## src/pkg/ebt_consts.svh

```systemverilog
`ifndef EBT_CONSTS_SVH
`define EBT_CONSTS_SVH

// Register addresses
`define EBT_ADDR_PORT0_DIR   16'hff20
`define EBT_ADDR_PORT1_DIR   16'hff21
`define EBT_ADDR_PORT3_DIR   16'hff23
`define EBT_ADDR_CMP         16'hff41
`define EBT_ADDR_MODE_CTRL   16'hff43
`define EBT_ADDR_CLK_SEL     16'hff8c
`define EBT_ADDR_PIN_SEL     16'hff70
`define EBT_ADDR_COUNT       16'hff1f

// Mode control field positions
`define EBT_BIT_COUNT_EN     7
`define EBT_BIT_MODE_SEL     6
`define EBT_BIT_FF_SET       3
`define EBT_BIT_FF_CLR       2
`define EBT_BIT_INV_POL      1
`define EBT_BIT_OUT_EN       0

// Reset values
`define EBT_RST_PORT_DIR     8'hff
`define EBT_RST_ZERO8        8'h00
`define EBT_RST_PIN_SEL      2'h0
`define EBT_RST_CLK_SEL      3'h0

// Clock select codes
`define EBT_CS_PIN_FALL      3'h0
`define EBT_CS_PIN_RISE      3'h1
`define EBT_CS_DIV1          3'h2
`define EBT_CS_DIV2          3'h3
`define EBT_CS_DIV16         3'h4
`define EBT_CS_DIV64         3'h5
`define EBT_CS_DIV256        3'h6
`define EBT_CS_EXT           3'h7

// Pin select codes
`define EBT_PIN_NONE         2'h0
`define EBT_PIN_A            2'h1
`define EBT_PIN_B            2'h2

// Counter landmarks
`define EBT_CNT_TOP          8'hff
`define EBT_CNT_PRE_TOP      8'hfe

`endif

```

## src/pkg/ebt_pkg.sv

```systemverilog
package ebt_pkg;

   typedef struct packed {
      logic [15:0] addr;
      logic        wr;
      logic        rd;
      logic [7:0]  wdata;
   } ebt_bus_req_t;

   typedef struct packed {
      logic count_en;
      logic mode_sel;
      logic inv_pol;
      logic out_en;
   } ebt_mode_t;

   typedef enum logic [1:0] {
      EBT_PWM_IDLE,
      EBT_PWM_INACTIVE,
      EBT_PWM_ACTIVE
   } ebt_pwm_state_t;

endpackage

```

## src/design/ebt_count_clock.sv

```systemverilog
`timescale 1ns/1ns
`default_nettype none
`include "ebt_consts.svh"

module ebt_count_clock #(
   parameter int PRE_W = 8
) (
   input  wire logic       clk,
   input  wire logic       resetn,
   input  wire logic [2:0] clk_sel,
   input  wire logic       event_in,
   input  wire logic       ext_pulse,
   output logic            tick
);
   import ebt_pkg::*;

   logic [PRE_W-1:0] prescale_reg;
   logic             event_d_reg;
   logic             tick_reg;

   // All ones in the low bits marks one slot out of 2^k
   function automatic logic div_hit(input logic [PRE_W-1:0] c, input int k);
      logic hit;
      hit = 1'b1;
      for (int i = 0; i < PRE_W; i++) begin
         if (i < k) begin
            hit = hit & c[i];
         end
      end
      return hit;
   endfunction

   ////////////////////////////////////////////////////////////////////////////
   // Free-running prescaler; start phase is not aligned, so first tick may jitter
   always_ff @(posedge clk or negedge resetn) begin
      if (!resetn) begin
         prescale_reg <= '0;
      end else begin
         prescale_reg <= prescale_reg + 1'b1;
      end
   end

   always_ff @(posedge clk or negedge resetn) begin
      if (!resetn) begin
         event_d_reg <= 1'b0;
      end else begin
         event_d_reg <= event_in;
      end
   end

   ////////////////////////////////////////////////////////////////////////////
   always_ff @(posedge clk or negedge resetn) begin
      if (!resetn) begin
         tick_reg <= 1'b0;
      end else begin
         unique case (clk_sel) // RL14
            `EBT_CS_PIN_FALL: tick_reg <= event_d_reg & ~event_in; // RL16
            `EBT_CS_PIN_RISE: tick_reg <= ~event_d_reg & event_in; // RL16
            `EBT_CS_DIV1:     tick_reg <= 1'b1;
            `EBT_CS_DIV2:     tick_reg <= div_hit(prescale_reg, 1);
            `EBT_CS_DIV16:    tick_reg <= div_hit(prescale_reg, 4);
            `EBT_CS_DIV64:    tick_reg <= div_hit(prescale_reg, 6);
            `EBT_CS_DIV256:   tick_reg <= div_hit(prescale_reg, 8);
            `EBT_CS_EXT:      tick_reg <= ext_pulse;
         endcase
      end
   end

   assign tick = tick_reg;

endmodule // ebt_count_clock
`default_nettype wire

```

## src/design/ebt_timer.sv

```systemverilog
`timescale 1ns/1ns
`default_nettype none
`include "ebt_consts.svh"

// Behaviour
// [RL1] Mode bit 0 clear-on-match, 1 PWM
// [RL2] Set/clear bits: 00 hold, 01 low, 10 high
// [RL3] Inversion bit: toggle enable, or PWM polarity
// [RL4] Output enable 0 forces output low
// [RL5] Set/clear bits always read zero
// [RL6] Set/clear bits ignored in PWM mode
// [RL7] Software programs mode register in four steps
// [RL8] No other bit changes while counting
// [RL9] Stopping PWM forces inactive output level
// [RL10] Control bits reach output regardless of counting
// [RL11] Pin select 00 none, 01 A, 10 B
// [RL12] Direction bit 1 input; reset all ones
// [RL13] Match interrupts, clears counter, keeps counting
// [RL14] Three-bit field selects count clock
// [RL15] Interval is compare plus one counts
// [RL16] Event mode counts selected pin edges
// [RL17] Square wave toggles flip-flop each match
// [RL18] Mode bit six selects PWM operation
// [RL19] Compare sets width; bit1 polarity, bit0 gate
// [RL20] Software spaces PWM compare writes three counts
// [RL21] No compare change while clear-mode runs
// [RL22] Count enable 1 starts, 0 stops
// [RL23] PWM active from overflow until compare match
// [RL24] Compare reload at next or second overflow
// [RL25] PWM match raises no interrupt
// [RL26] Counter cleared by reset and stop
module ebt_timer (
   input  wire logic                  clk,
   input  wire logic                  resetn,
   input  wire ebt_pkg::ebt_bus_req_t bus_req,
   output logic [7:0]                 rd_data,
   input  wire logic                  pin_a_in,
   input  wire logic                  pin_b_in,
   input  wire logic                  ext_pulse,
   output logic                       timer_output,
   output logic                       match_interrupt,
   output logic [7:0]                 port0_direction,
   output logic [7:0]                 port1_direction,
   output logic [7:0]                 port3_direction
);
   import ebt_pkg::*;

   ebt_mode_t      mode_reg;
   logic           ff_reg;
   logic [2:0]     clk_sel_reg;
   logic [7:0]     cmp_reg;
   logic [7:0]     cmp_stage_reg;
   logic [7:0]     cmp_act_reg;
   logic [1:0]     pin_sel_reg;
   logic [7:0]     port0_reg;
   logic [7:0]     port1_reg;
   logic [7:0]     port3_reg;
   logic [7:0]     cnt_reg;
   ebt_pwm_state_t pwm_state_reg;
   logic           out_reg;
   logic           irq_reg;
   logic [7:0]     rd_data_reg;

   logic           tick;
   logic           event_in;
   logic           match_clr;
   logic           overflow;
   logic           wr_mode;
   logic           ff_set_wr;
   logic           ff_clr_wr;
   logic           pwm_level;
   logic           out_next;

   // Shared address decode for both write and read paths
   function automatic logic addr_hit(input logic [15:0] a, input logic [15:0] off);
      return a == off;
   endfunction

   ////////////////////////////////////////////////////////////////////////////
   // Event pin routing; the prohibited code behaves as no pin
   always_comb begin
      unique case (pin_sel_reg) // RL11
         `EBT_PIN_A: event_in = pin_a_in;
         `EBT_PIN_B: event_in = pin_b_in;
         default:    event_in = 1'b0;
      endcase
   end

   ebt_count_clock #(
      .PRE_W (8)
   ) u_count_clock (
      .clk       (clk),
      .resetn    (resetn),
      .clk_sel   (clk_sel_reg),
      .event_in  (event_in),
      .ext_pulse (ext_pulse),
      .tick      (tick)
   );

   ////////////////////////////////////////////////////////////////////////////
   // Register writes
   assign wr_mode   = bus_req.wr && addr_hit(bus_req.addr, `EBT_ADDR_MODE_CTRL);
   // Set/clear only act when the written mode is clear-on-match
   assign ff_set_wr = wr_mode && !bus_req.wdata[`EBT_BIT_MODE_SEL]
                      && bus_req.wdata[`EBT_BIT_FF_SET]
                      && !bus_req.wdata[`EBT_BIT_FF_CLR]; // RL6
   assign ff_clr_wr = wr_mode && !bus_req.wdata[`EBT_BIT_MODE_SEL]
                      && !bus_req.wdata[`EBT_BIT_FF_SET]
                      && bus_req.wdata[`EBT_BIT_FF_CLR]; // RL6

   always_ff @(posedge clk or negedge resetn) begin
      if (!resetn) begin
         mode_reg <= '0;
      end else if (wr_mode) begin
         mode_reg.count_en <= bus_req.wdata[`EBT_BIT_COUNT_EN]; // RL22
         mode_reg.mode_sel <= bus_req.wdata[`EBT_BIT_MODE_SEL]; // RL18
         mode_reg.inv_pol  <= bus_req.wdata[`EBT_BIT_INV_POL];
         mode_reg.out_en   <= bus_req.wdata[`EBT_BIT_OUT_EN];
      end
   end

   always_ff @(posedge clk or negedge resetn) begin
      if (!resetn) begin
         clk_sel_reg <= `EBT_RST_CLK_SEL;
         cmp_reg     <= `EBT_RST_ZERO8;
         pin_sel_reg <= `EBT_RST_PIN_SEL;
      end else if (bus_req.wr) begin
         if (addr_hit(bus_req.addr, `EBT_ADDR_CLK_SEL)) begin
            clk_sel_reg <= bus_req.wdata[2:0]; // RL14
         end
         // Software keeps the compare stable while clear-mode runs
         if (addr_hit(bus_req.addr, `EBT_ADDR_CMP)) begin
            cmp_reg <= bus_req.wdata; // RL21
         end
         if (addr_hit(bus_req.addr, `EBT_ADDR_PIN_SEL)) begin
            pin_sel_reg <= bus_req.wdata[1:0]; // RL11
         end
      end
   end

   always_ff @(posedge clk or negedge resetn) begin
      if (!resetn) begin
         port0_reg <= `EBT_RST_PORT_DIR; // RL12
         port1_reg <= `EBT_RST_PORT_DIR; // RL12
         port3_reg <= `EBT_RST_PORT_DIR; // RL12
      end else if (bus_req.wr) begin
         if (addr_hit(bus_req.addr, `EBT_ADDR_PORT0_DIR)) begin
            port0_reg <= bus_req.wdata;
         end
         if (addr_hit(bus_req.addr, `EBT_ADDR_PORT1_DIR)) begin
            port1_reg <= bus_req.wdata;
         end
         if (addr_hit(bus_req.addr, `EBT_ADDR_PORT3_DIR)) begin
            port3_reg <= bus_req.wdata;
         end
      end
   end

   ////////////////////////////////////////////////////////////////////////////
   // Counter
   assign match_clr = mode_reg.count_en && tick && !mode_reg.mode_sel
                      && (cnt_reg == cmp_reg); // RL13
   assign overflow  = mode_reg.count_en && tick && mode_reg.mode_sel
                      && (cnt_reg == `EBT_CNT_TOP);

   always_ff @(posedge clk or negedge resetn) begin
      if (!resetn) begin
         cnt_reg <= `EBT_RST_ZERO8; // RL26
      end else if (!mode_reg.count_en) begin
         cnt_reg <= `EBT_RST_ZERO8; // RL26
      end else if (match_clr) begin
         cnt_reg <= `EBT_RST_ZERO8; // RL15
      end else if (tick) begin
         cnt_reg <= cnt_reg + 8'h01; // RL16
      end
   end

   always_ff @(posedge clk or negedge resetn) begin
      if (!resetn) begin
         irq_reg <= 1'b0;
      end else begin
         // PWM compare never reaches match_clr, so no interrupt there
         irq_reg <= match_clr; // RL25
      end
   end

   ////////////////////////////////////////////////////////////////////////////
   // Output flip-flop; software set/clear only legal while stopped
   always_ff @(posedge clk or negedge resetn) begin
      if (!resetn) begin
         ff_reg <= 1'b0;
      end else if (ff_set_wr) begin
         ff_reg <= 1'b1; // RL2
      end else if (ff_clr_wr) begin
         ff_reg <= 1'b0; // RL2
      end else if (match_clr && mode_reg.inv_pol) begin
         ff_reg <= ~ff_reg; // RL17
      end
   end

   ////////////////////////////////////////////////////////////////////////////
   // PWM compare double buffer; snapshot at count FE decides reload overflow
   always_ff @(posedge clk or negedge resetn) begin
      if (!resetn) begin
         cmp_stage_reg <= `EBT_RST_ZERO8;
         cmp_act_reg   <= `EBT_RST_ZERO8;
      end else if (!mode_reg.count_en || !mode_reg.mode_sel) begin
         cmp_stage_reg <= cmp_reg;
         cmp_act_reg   <= cmp_reg;
      end else begin
         if (tick && cnt_reg == `EBT_CNT_PRE_TOP) begin
            cmp_stage_reg <= cmp_reg; // RL24
         end
         // Writes closer than three counts may miss a snapshot
         if (overflow) begin
            cmp_act_reg <= cmp_stage_reg; // RL20
         end
      end
   end

   always_ff @(posedge clk or negedge resetn) begin
      if (!resetn) begin
         pwm_state_reg <= EBT_PWM_IDLE;
      end else if (!mode_reg.count_en || !mode_reg.mode_sel) begin
         pwm_state_reg <= EBT_PWM_IDLE; // RL9
      end else begin
         unique case (pwm_state_reg)
            EBT_PWM_IDLE: begin
               pwm_state_reg <= EBT_PWM_INACTIVE; // RL23
            end
            EBT_PWM_INACTIVE: begin
               if (overflow && cmp_stage_reg != `EBT_RST_ZERO8) begin
                  pwm_state_reg <= EBT_PWM_ACTIVE; // RL23
               end
            end
            EBT_PWM_ACTIVE: begin
               if (overflow) begin
                  if (cmp_stage_reg == `EBT_RST_ZERO8) begin
                     pwm_state_reg <= EBT_PWM_INACTIVE;
                  end
               end else if (tick && cnt_reg == cmp_act_reg - 8'h01) begin
                  // Drop on the tick that lands on the compare, so width is N counts
                  pwm_state_reg <= EBT_PWM_INACTIVE; // RL19
               end
            end
         endcase
      end
   end

   ////////////////////////////////////////////////////////////////////////////
   // Output select; no dependence on count enable except PWM stop
   assign pwm_level = (pwm_state_reg == EBT_PWM_ACTIVE) ^ mode_reg.inv_pol; // RL3

   always_comb begin
      if (!mode_reg.out_en) begin
         out_next = 1'b0; // RL4
      end else if (mode_reg.mode_sel) begin
         out_next = pwm_level; // RL1
      end else begin
         out_next = ff_reg; // RL10
      end
   end

   always_ff @(posedge clk or negedge resetn) begin
      if (!resetn) begin
         out_reg <= 1'b0;
      end else begin
         out_reg <= out_next; // RL10
      end
   end

   ////////////////////////////////////////////////////////////////////////////
   // Read data, registered; unmapped reads give zero
   always_ff @(posedge clk or negedge resetn) begin
      if (!resetn) begin
         rd_data_reg <= `EBT_RST_ZERO8;
      end else if (bus_req.rd) begin
         unique case (1'b1)
            addr_hit(bus_req.addr, `EBT_ADDR_MODE_CTRL):
               rd_data_reg <= {mode_reg.count_en, mode_reg.mode_sel, 4'h0,
                               mode_reg.inv_pol, mode_reg.out_en}; // RL5
            addr_hit(bus_req.addr, `EBT_ADDR_CLK_SEL):
               rd_data_reg <= {5'h00, clk_sel_reg};
            addr_hit(bus_req.addr, `EBT_ADDR_CMP):
               rd_data_reg <= cmp_reg;
            addr_hit(bus_req.addr, `EBT_ADDR_COUNT):
               rd_data_reg <= cnt_reg;
            addr_hit(bus_req.addr, `EBT_ADDR_PIN_SEL):
               rd_data_reg <= {6'h00, pin_sel_reg};
            addr_hit(bus_req.addr, `EBT_ADDR_PORT0_DIR):
               rd_data_reg <= port0_reg;
            addr_hit(bus_req.addr, `EBT_ADDR_PORT1_DIR):
               rd_data_reg <= port1_reg;
            addr_hit(bus_req.addr, `EBT_ADDR_PORT3_DIR):
               rd_data_reg <= port3_reg;
            default:
               rd_data_reg <= `EBT_RST_ZERO8;
         endcase
      end
   end

   assign rd_data         = rd_data_reg;
   assign timer_output    = out_reg;
   assign match_interrupt = irq_reg;
   assign port0_direction = port0_reg;
   assign port1_direction = port1_reg;
   assign port3_direction = port3_reg;
endmodule // ebt_timer
`default_nettype wire

```

## config.mk

```make
export PLATFORM = sky130hd
export DESIGN_NAME = ebt_timer
export DESIGN_NICKNAME = d
export VERILOG_FILES = /design/src/pkg/ebt_pkg.sv /design/src/design/ebt_count_clock.sv /design/src/design/ebt_timer.sv
export VERILOG_INCLUDE_DIRS = /design/src /design/src/pkg
export SDC_FILE = /design/constraint.sdc
export NUM_CORES = 1
export LEC_CHECK = 0
export BUFFER_PORTS_ARGS = -buffer_cell sky130_fd_sc_hd__buf_2
export CAP_MARGIN = 10
export CELL_PAD_IN_SITES_DETAIL_PLACEMENT = 0
export CELL_PAD_IN_SITES_GLOBAL_PLACEMENT = 1
export CORE_UTILIZATION = 49
export CTS_CLUSTER_SIZE = 25
export DETAILED_ROUTE_END_ITERATION = 8
export PLACE_DENSITY = 0.93
export SETUP_SLACK_MARGIN = 0.4
export SYNTH_ARGS = -nofsm -noshare
export SYNTH_HDL_FRONTEND = slang
export SYNTH_SLANG_ARGS = --single-unit
```

## constraint.sdc

```tcl
create_clock -name clk -period 4.25 [get_ports clk]
set_clock_uncertainty 0.15 [all_clocks]
set_input_delay 0.425 -clock clk [delete_from_list [all_inputs] [get_ports clk]]
set_output_delay 0.425 -clock clk [all_outputs]
set_load 0.02 [all_outputs]
```

Word-level counts from Yosys, hierarchy flattened
Index checks and enable logic that the tools add are counted.
W data, S select, Z words.
{"block": "classes", "mul": 0, "bitwise": 21, "n_reduce_logical": 35, "addsub": 3, "eq_ne": 27, "n_div": 0, "n_mux": 36, "order_cmp": 0, "shift": 0}
{"operator": "$eq A16 B16 Y1 const B", "n": 8}
{"operator": "$pmux W8 S8", "n": 1}
{"operator": "$mux W8", "n": 7}
{"operator": "$mux W1", "n": 20}
{"operator": "$and A1 B1 Y1", "n": 17}
{"operator": "$add A8 B1 Y8 const B", "n": 2}
{"operator": "$eq A8 B8 Y1", "n": 2}
{"operator": "$eq A8 B8 Y1 const B", "n": 2}
{"operator": "$logic_and A1 B1 Y1", "n": 15}
{"operator": "$eq A3 B3 Y1 const B", "n": 4}
{"operator": "$reduce_and A2 Y1", "n": 6}
{"operator": "$mux W2", "n": 5}
{"operator": "$logic_not A8 Y1", "n": 1}
{"operator": "$ne A4 B4 Y1 const B", "n": 2}
{"operator": "$pmux W1 S8", "n": 1}
{"operator": "$reduce_bool A8 Y1", "n": 1}
{"operator": "$sub A8 B1 Y8 const B", "n": 1}
{"operator": "$eq A3 B2 Y1 const B", "n": 2}
{"operator": "$pmux W2 S3", "n": 1}
{"operator": "$logic_not A1 Y1", "n": 5}
{"operator": "$eq A2 B1 Y1 const B", "n": 2}
{"operator": "$eq A2 B2 Y1 const B", "n": 2}
{"operator": "$reduce_bool A2 Y1", "n": 2}
{"operator": "$eq A3 B1 Y1 const B", "n": 1}
{"operator": "10 further kinds", "n": 12}
{"block": "totals", "in_bits": 31, "latchBits": 0, "reg_bits": 88, "romBits": 0, "ramBits": 0, "memories": 0, "elab_cells": 143, "output_inout_bits": 34}

Longest topological paths before layout
{"block": "logic_depth", "depth_word": 16, "depth_mapped": 7, "ltp_nobuf": 7}

Cells and area by module
From an unflattened synthesis, not the netlist that was laid out.
{"block": "hier_totals", "hier_cells": 421, "hier_area_um2": 4579.4}
{"module": "ebt_timer", "area_per_inst_um2": 4147.7, "cells_per_inst": 384, "seq_area_each_um2": 1981.9, "instances": 1}
{"module": "ebt_count_clock", "area_per_inst_um2": 431.7, "cells_per_inst": 37, "seq_area_each_um2": 250.2, "instances": 1}

Worst setup path after synthesis
No wires, ideal clock.
{"block": "synth_path", "path_type": "input-to-reg", "startpoint": "input bus_req[14] (netlist bit)", "endpoint": "register cmp_reg[0]", "setup_ps": 125, "setup_slack_ps": 2123, "required_time_ps": 3975, "path_buffers": 2, "arrival_time_ps": 1853, "stages": 7, "path_cell_list": "buf_6 and4bb_1 nand4_1 nor2_1 and2_1 buf_4 mux2_2"}
{"block": "synth_via", "elab_chain_len": 2}
{"element": "from (decl)", "line_no": "ebt_timer.sv:35", "rtl": "input wire ebt_pkg::ebt_bus_req_t bus_req,"}
{"element": "$eq A16 B16 Y1", "line_no": "ebt_timer.sv:76", "rtl": "return a == off;"}
{"element": "$reduce_and A2 Y1 (no line)"}
{"element": "to (signal assigned)", "line_no": "ebt_timer.sv:125", "rtl": "cmp_reg <= `EBT_RST_ZERO8;"}
{"element": "to (signal assigned)", "line_no": "ebt_timer.sv:133", "rtl": "cmp_reg <= bus_req.wdata;"}
{"element": "to (decl)", "line_no": "ebt_timer.sv:51", "rtl": "logic [7:0] cmp_reg;"}
Every way passes these cells.
A chain may end at the register's enable or synchronous reset.

Worst setup path after layout
{"block": "layout_path", "startpoint": "register cnt_reg[1]", "endpoint": "register pwm_state_reg[0]"}
{"block": "layout_via", "elab_chain_len": 5, "word_cells_on_any_way": 12, "cone_classes": "eq/ne: 5; mux: 3; reduce/logical: 4"}
{"element": "from (decl)", "line_no": "ebt_timer.sv:58", "rtl": "logic [7:0] cnt_reg;"}
{"element": "from (signal assigned)", "line_no": "ebt_timer.sv:168", "rtl": "cnt_reg <= `EBT_RST_ZERO8;"}
{"element": "from (signal assigned)", "line_no": "ebt_timer.sv:170", "rtl": "cnt_reg <= `EBT_RST_ZERO8;"}
{"element": "from (signal assigned)", "line_no": "ebt_timer.sv:172", "rtl": "cnt_reg <= `EBT_RST_ZERO8;"}
{"element": "$eq A8 B8 Y1 (no line)"}
{"element": "$logic_and A1 B1 Y1", "line_no": "ebt_timer.sv:163", "rtl": "assign overflow = mode_reg.count_en && tick && mode_reg.mode_sel"}
{"element": "$mux W2 or $logic_and A1 B1 Y1 (tied branches)"}
{"element": "$pmux W2 S3 or $ne A3 B3 Y1 (tied branches)"}
{"element": "$mux W2 or $reduce_and A3 Y1 (tied branches)"}
{"element": "to (signal assigned)", "line_no": "ebt_timer.sv:225", "rtl": "pwm_state_reg <= EBT_PWM_IDLE;"}
{"element": "to (signal assigned)", "line_no": "ebt_timer.sv:229", "rtl": "pwm_state_reg <= EBT_PWM_INACTIVE;"}
{"element": "to (signal assigned)", "line_no": "ebt_timer.sv:239", "rtl": "pwm_state_reg <= EBT_PWM_INACTIVE;"}
{"element": "to (decl)", "line_no": "ebt_timer.sv:59", "rtl": "ebt_pwm_state_t pwm_state_reg;"}
Parallel ways exist; a longest one is shown, timed or not.

==> metrics <==
drt total wl 11.3 mm; relative area change from synthesis to final layout 12.6%; number of synthesized flops with an enable pin 0; Pwr Density 293 mW/mm²; sequential element share of the synthesized area 0.480; height of the die 99.4 µm; final RePlAce weighted congestion 1.00; num ports 65; horizontal extent of the die 99.4 µm; maximum level of the CTS H-tree 3; Slew Limit Fails 0; proportion of power drawn by flip-flops and latches 0.546; CTS hold repair buffers 0; final period demand of the worst path 2450 ps; CTS tree built; Maximum Capacitance Violations 0; Setup Viol. Count Final 0; Post-Place Setup Slack 1670 ps; overall power after layout 1540 µW; Distinct cells, synth 58; Max Root-Sink Buffers 2; Layout fillers 791; register clock-pin slew on the reported worst setup and hold paths 90 ps; ys flop type dfrtp_1; tightest slew margin relative to the limit 0.278; vias in the first global route 3,581; number of antenna cells inserted 0; clock power share 0.414; placeable core region 0.00920 mm²; first-pass GRT wire length 18.4 mm; filler-free cell count of the finished design 591; post-route antenna net violation count 0; DP Wirelength 8.16 mm; Internal Power 1170 µW; via count 3,592; pin count of the biggest net entering global routing 89; met1 track utilization from global routing 0.326; initial antenna violation count 0; Clk Tree Root Cell clkbuf_8; cts repair resizes 0; floorplan die area 0.00989 mm²; leakage power figure 0.00252 µW; path type of the worst setup path reg -> reg; TritonCTS buffer count 9; Post-Synthesis Cells 419; Worst setup EP type register; peak ir drop on the vdd network 0.173 mV; first-pass detailed-route iteration total 4; GRT Residual Overflow 0; accumulated negative setup slack 0 ps; latest clock arrival within the worst-skew pair 370 ps; fraction of the cycle the final worst path needs 0.576; highest fanout seen on the critical path 10; Warnings, synthesis 0; required time of the worst setup path 4400 ps; wire per inst 19.1 µm; Arrival @ worst endpoint 2600 ps; met2 track demand over resource in global routing 0.387; GRT met3 Usage 0.0358; Remaining DRCs 0; switching share of total power 0.239; initial cell density of the core 0.506; detailed router's first-iteration violation count 241; Inst Count DP 575; Net Count, Synth 457; mean cell area of the mapped netlist 11.1 µm²; post-synthesis instance area 0.00465 mm²; worst slew pin tran 1080 ps; post-detailed-route via-to-cell ratio 6.08; worst-case setup margin in the final layout 1800 ps; logic gate share of total power 0.040; worst hold path class in -> async; postcts setup bufs 0; P_sw 367 µW; clock sink total 88; overall track demand over capacity in global routing 0.243; status completed; Register-to-Register Path Depth 6; port bufs 64; standard-cell rows 35; RSZ-0062 raised after global routing no; final layout net count 513; fmax 409 MHz; Yosys reg bits 88; Startpoint Class register; fraction of layout cells with a size suffix above 1 0.325; most congested layer reported by global routing met2; async set-reset flop share out of synthesis 1.00; number of hold violations in the final report 0
worst paths after layout:
check / slack [ps] / startpoint / endpoint
worst max-delay path: 1800 / cnt_reg[1]$_DFFE_PN0P_ / pwm_state_reg[0]$_DFFE_PN0P_
worst min-delay path: 50 / resetn / rd_data[1]$_DFFE_PN0P_
worst max register to register: 1800 / cnt_reg[1]$_DFFE_PN0P_ / pwm_state_reg[0]$_DFFE_PN0P_
worst min register to register: 320 / u_count_clock.prescale_reg[7]$_DFF_PN0_ / u_count_clock.prescale_reg[7]$_DFF_PN0_
max in group asynchronous: 3160 / resetn / cmp_act_reg[1]$_DFFE_PN0N_
min in group clk: 190 / bus_req[5] / cmp_reg[5]$_DFFE_PN0P_
routing by layer:
layer | vias up | part of all wire
li1 | 1645 | -
met1 | 1775 | 0.43
met2 | 138 | 0.48
met3 | 34 | 0.054
met4 | 0 | 0.036
met5 | - | 0
final cells by class:
class | count | area [µm²] | area share
Clock buffer | 10 | 149 | 0.0284
Tap cell | 111 | 139 | 0.0265
Clock inverter | 6 | 68.8 | 0.0131
Multi-Input combinational cell | 290 | 2240 | 0.428
Timing Repair Buffer | 64 | 323 | 0.0616
Sequential cell | 88 | 2230 | 0.426
Inverter | 22 | 82.6 | 0.0158
power groups by stage:
stage / clock network [µW] / registers [µW] / logic, µW
floorplan: 0 / 854 / 19.3
global placement: 0 / 854 / 59.6
detailed placement: 0 / 854 / 61.7
CTS: 646 / 838 / 61.9
global route: 683 / 839 / 68.4
finish: 636 / 838 / 61.4
worst max-delay path, cell delays in order, from the launching register on:
cell and delay, ps:
dfrtp_1 510, ha_1 230, and3_1 200, nand4_1 520, and3_1 440, o41ai_1 80
and4_1 250
kinds of logic (layout without fill, tap and decap cells):
kind of cell             Yosys count  after routing  synth area share
AND/OR/NAND/NOR                  123            123             0.151
flip-flops                        88             88             0.480
AO/OA/AOI/OAI                     66             66             0.104
multiplexers                      61             61             0.147
buffers and inverters             41            102            0.0377
XOR/XNOR                          33             33            0.0621
adder cells (fa/ha/maj)            7              7            0.0188
synthesized netlist by cell type, drive strengths merged (3+ instances only):
master	instances	area (µm²)
nor2	29	109
nor3	9	56.3
ha	7	87.6
nand2	22	85.1
xnor2	12	105
dfrtp	64	1600
and4	5	43.8
a211oi	5	37.5
dfstp	24	631
inv	22	82.6
nand3	7	40.0
o221ai	4	35.0
nor4	6	43.8
o2bb2ai	5	43.8
a32o	3	30.0
a221oi	4	35.0
clkbuf	9	33.8
mux2	45	522
o21ai	6	30.0
and2	4	25.0
xor2	21	184
and3	8	50.1
buf	10	58.8
nand2b	3	18.8
a22oi	3	22.5
nand4	12	81.3
o22ai	10	62.6
nor3b	4	30.0
mux2i	16	160
a21oi	12	60.1
placed cells by master, fill, tap and decap left out, types with 3 or more instances in the layout:
cell       instances
o221ai_1           4
clkbuf_8           9
xnor2_1           12
nor3b_1            4
a32o_1             3
nor2_1            29
and3_1             8
mux2i_1           16
o21ai_0            6
inv_1             22
nand2b_1           3
xor2_1            21
nand4_1           11
and4_1             5
ha_1               7
dfrtp_1           64
a221oi_1           4
dfstp_2           24
o22ai_1           10
o2bb2ai_1          5
a22oi_1            3
nand2_1           21
a211oi_1           5
mux2_2            41
a21oi_1           12
mux2_4             4
buf_2             63
nor4_1             5
nor3_1             8
nand3_1            6
and2_1             4
stage by stage:
stage / instance area, µm² / hold WS (ps) / utilization
finish: 5240 / 51.2 / 0.570
global route: 5240 / 178 / 0.570
floorplan: 4650 / -20.6 / -
global placement: 5020 / 300 / 0.546
CTS: 5240 / 143 / 0.570
detailed placement: 5020 / 305 / 0.546
Power figures use the tool's default switching activity.
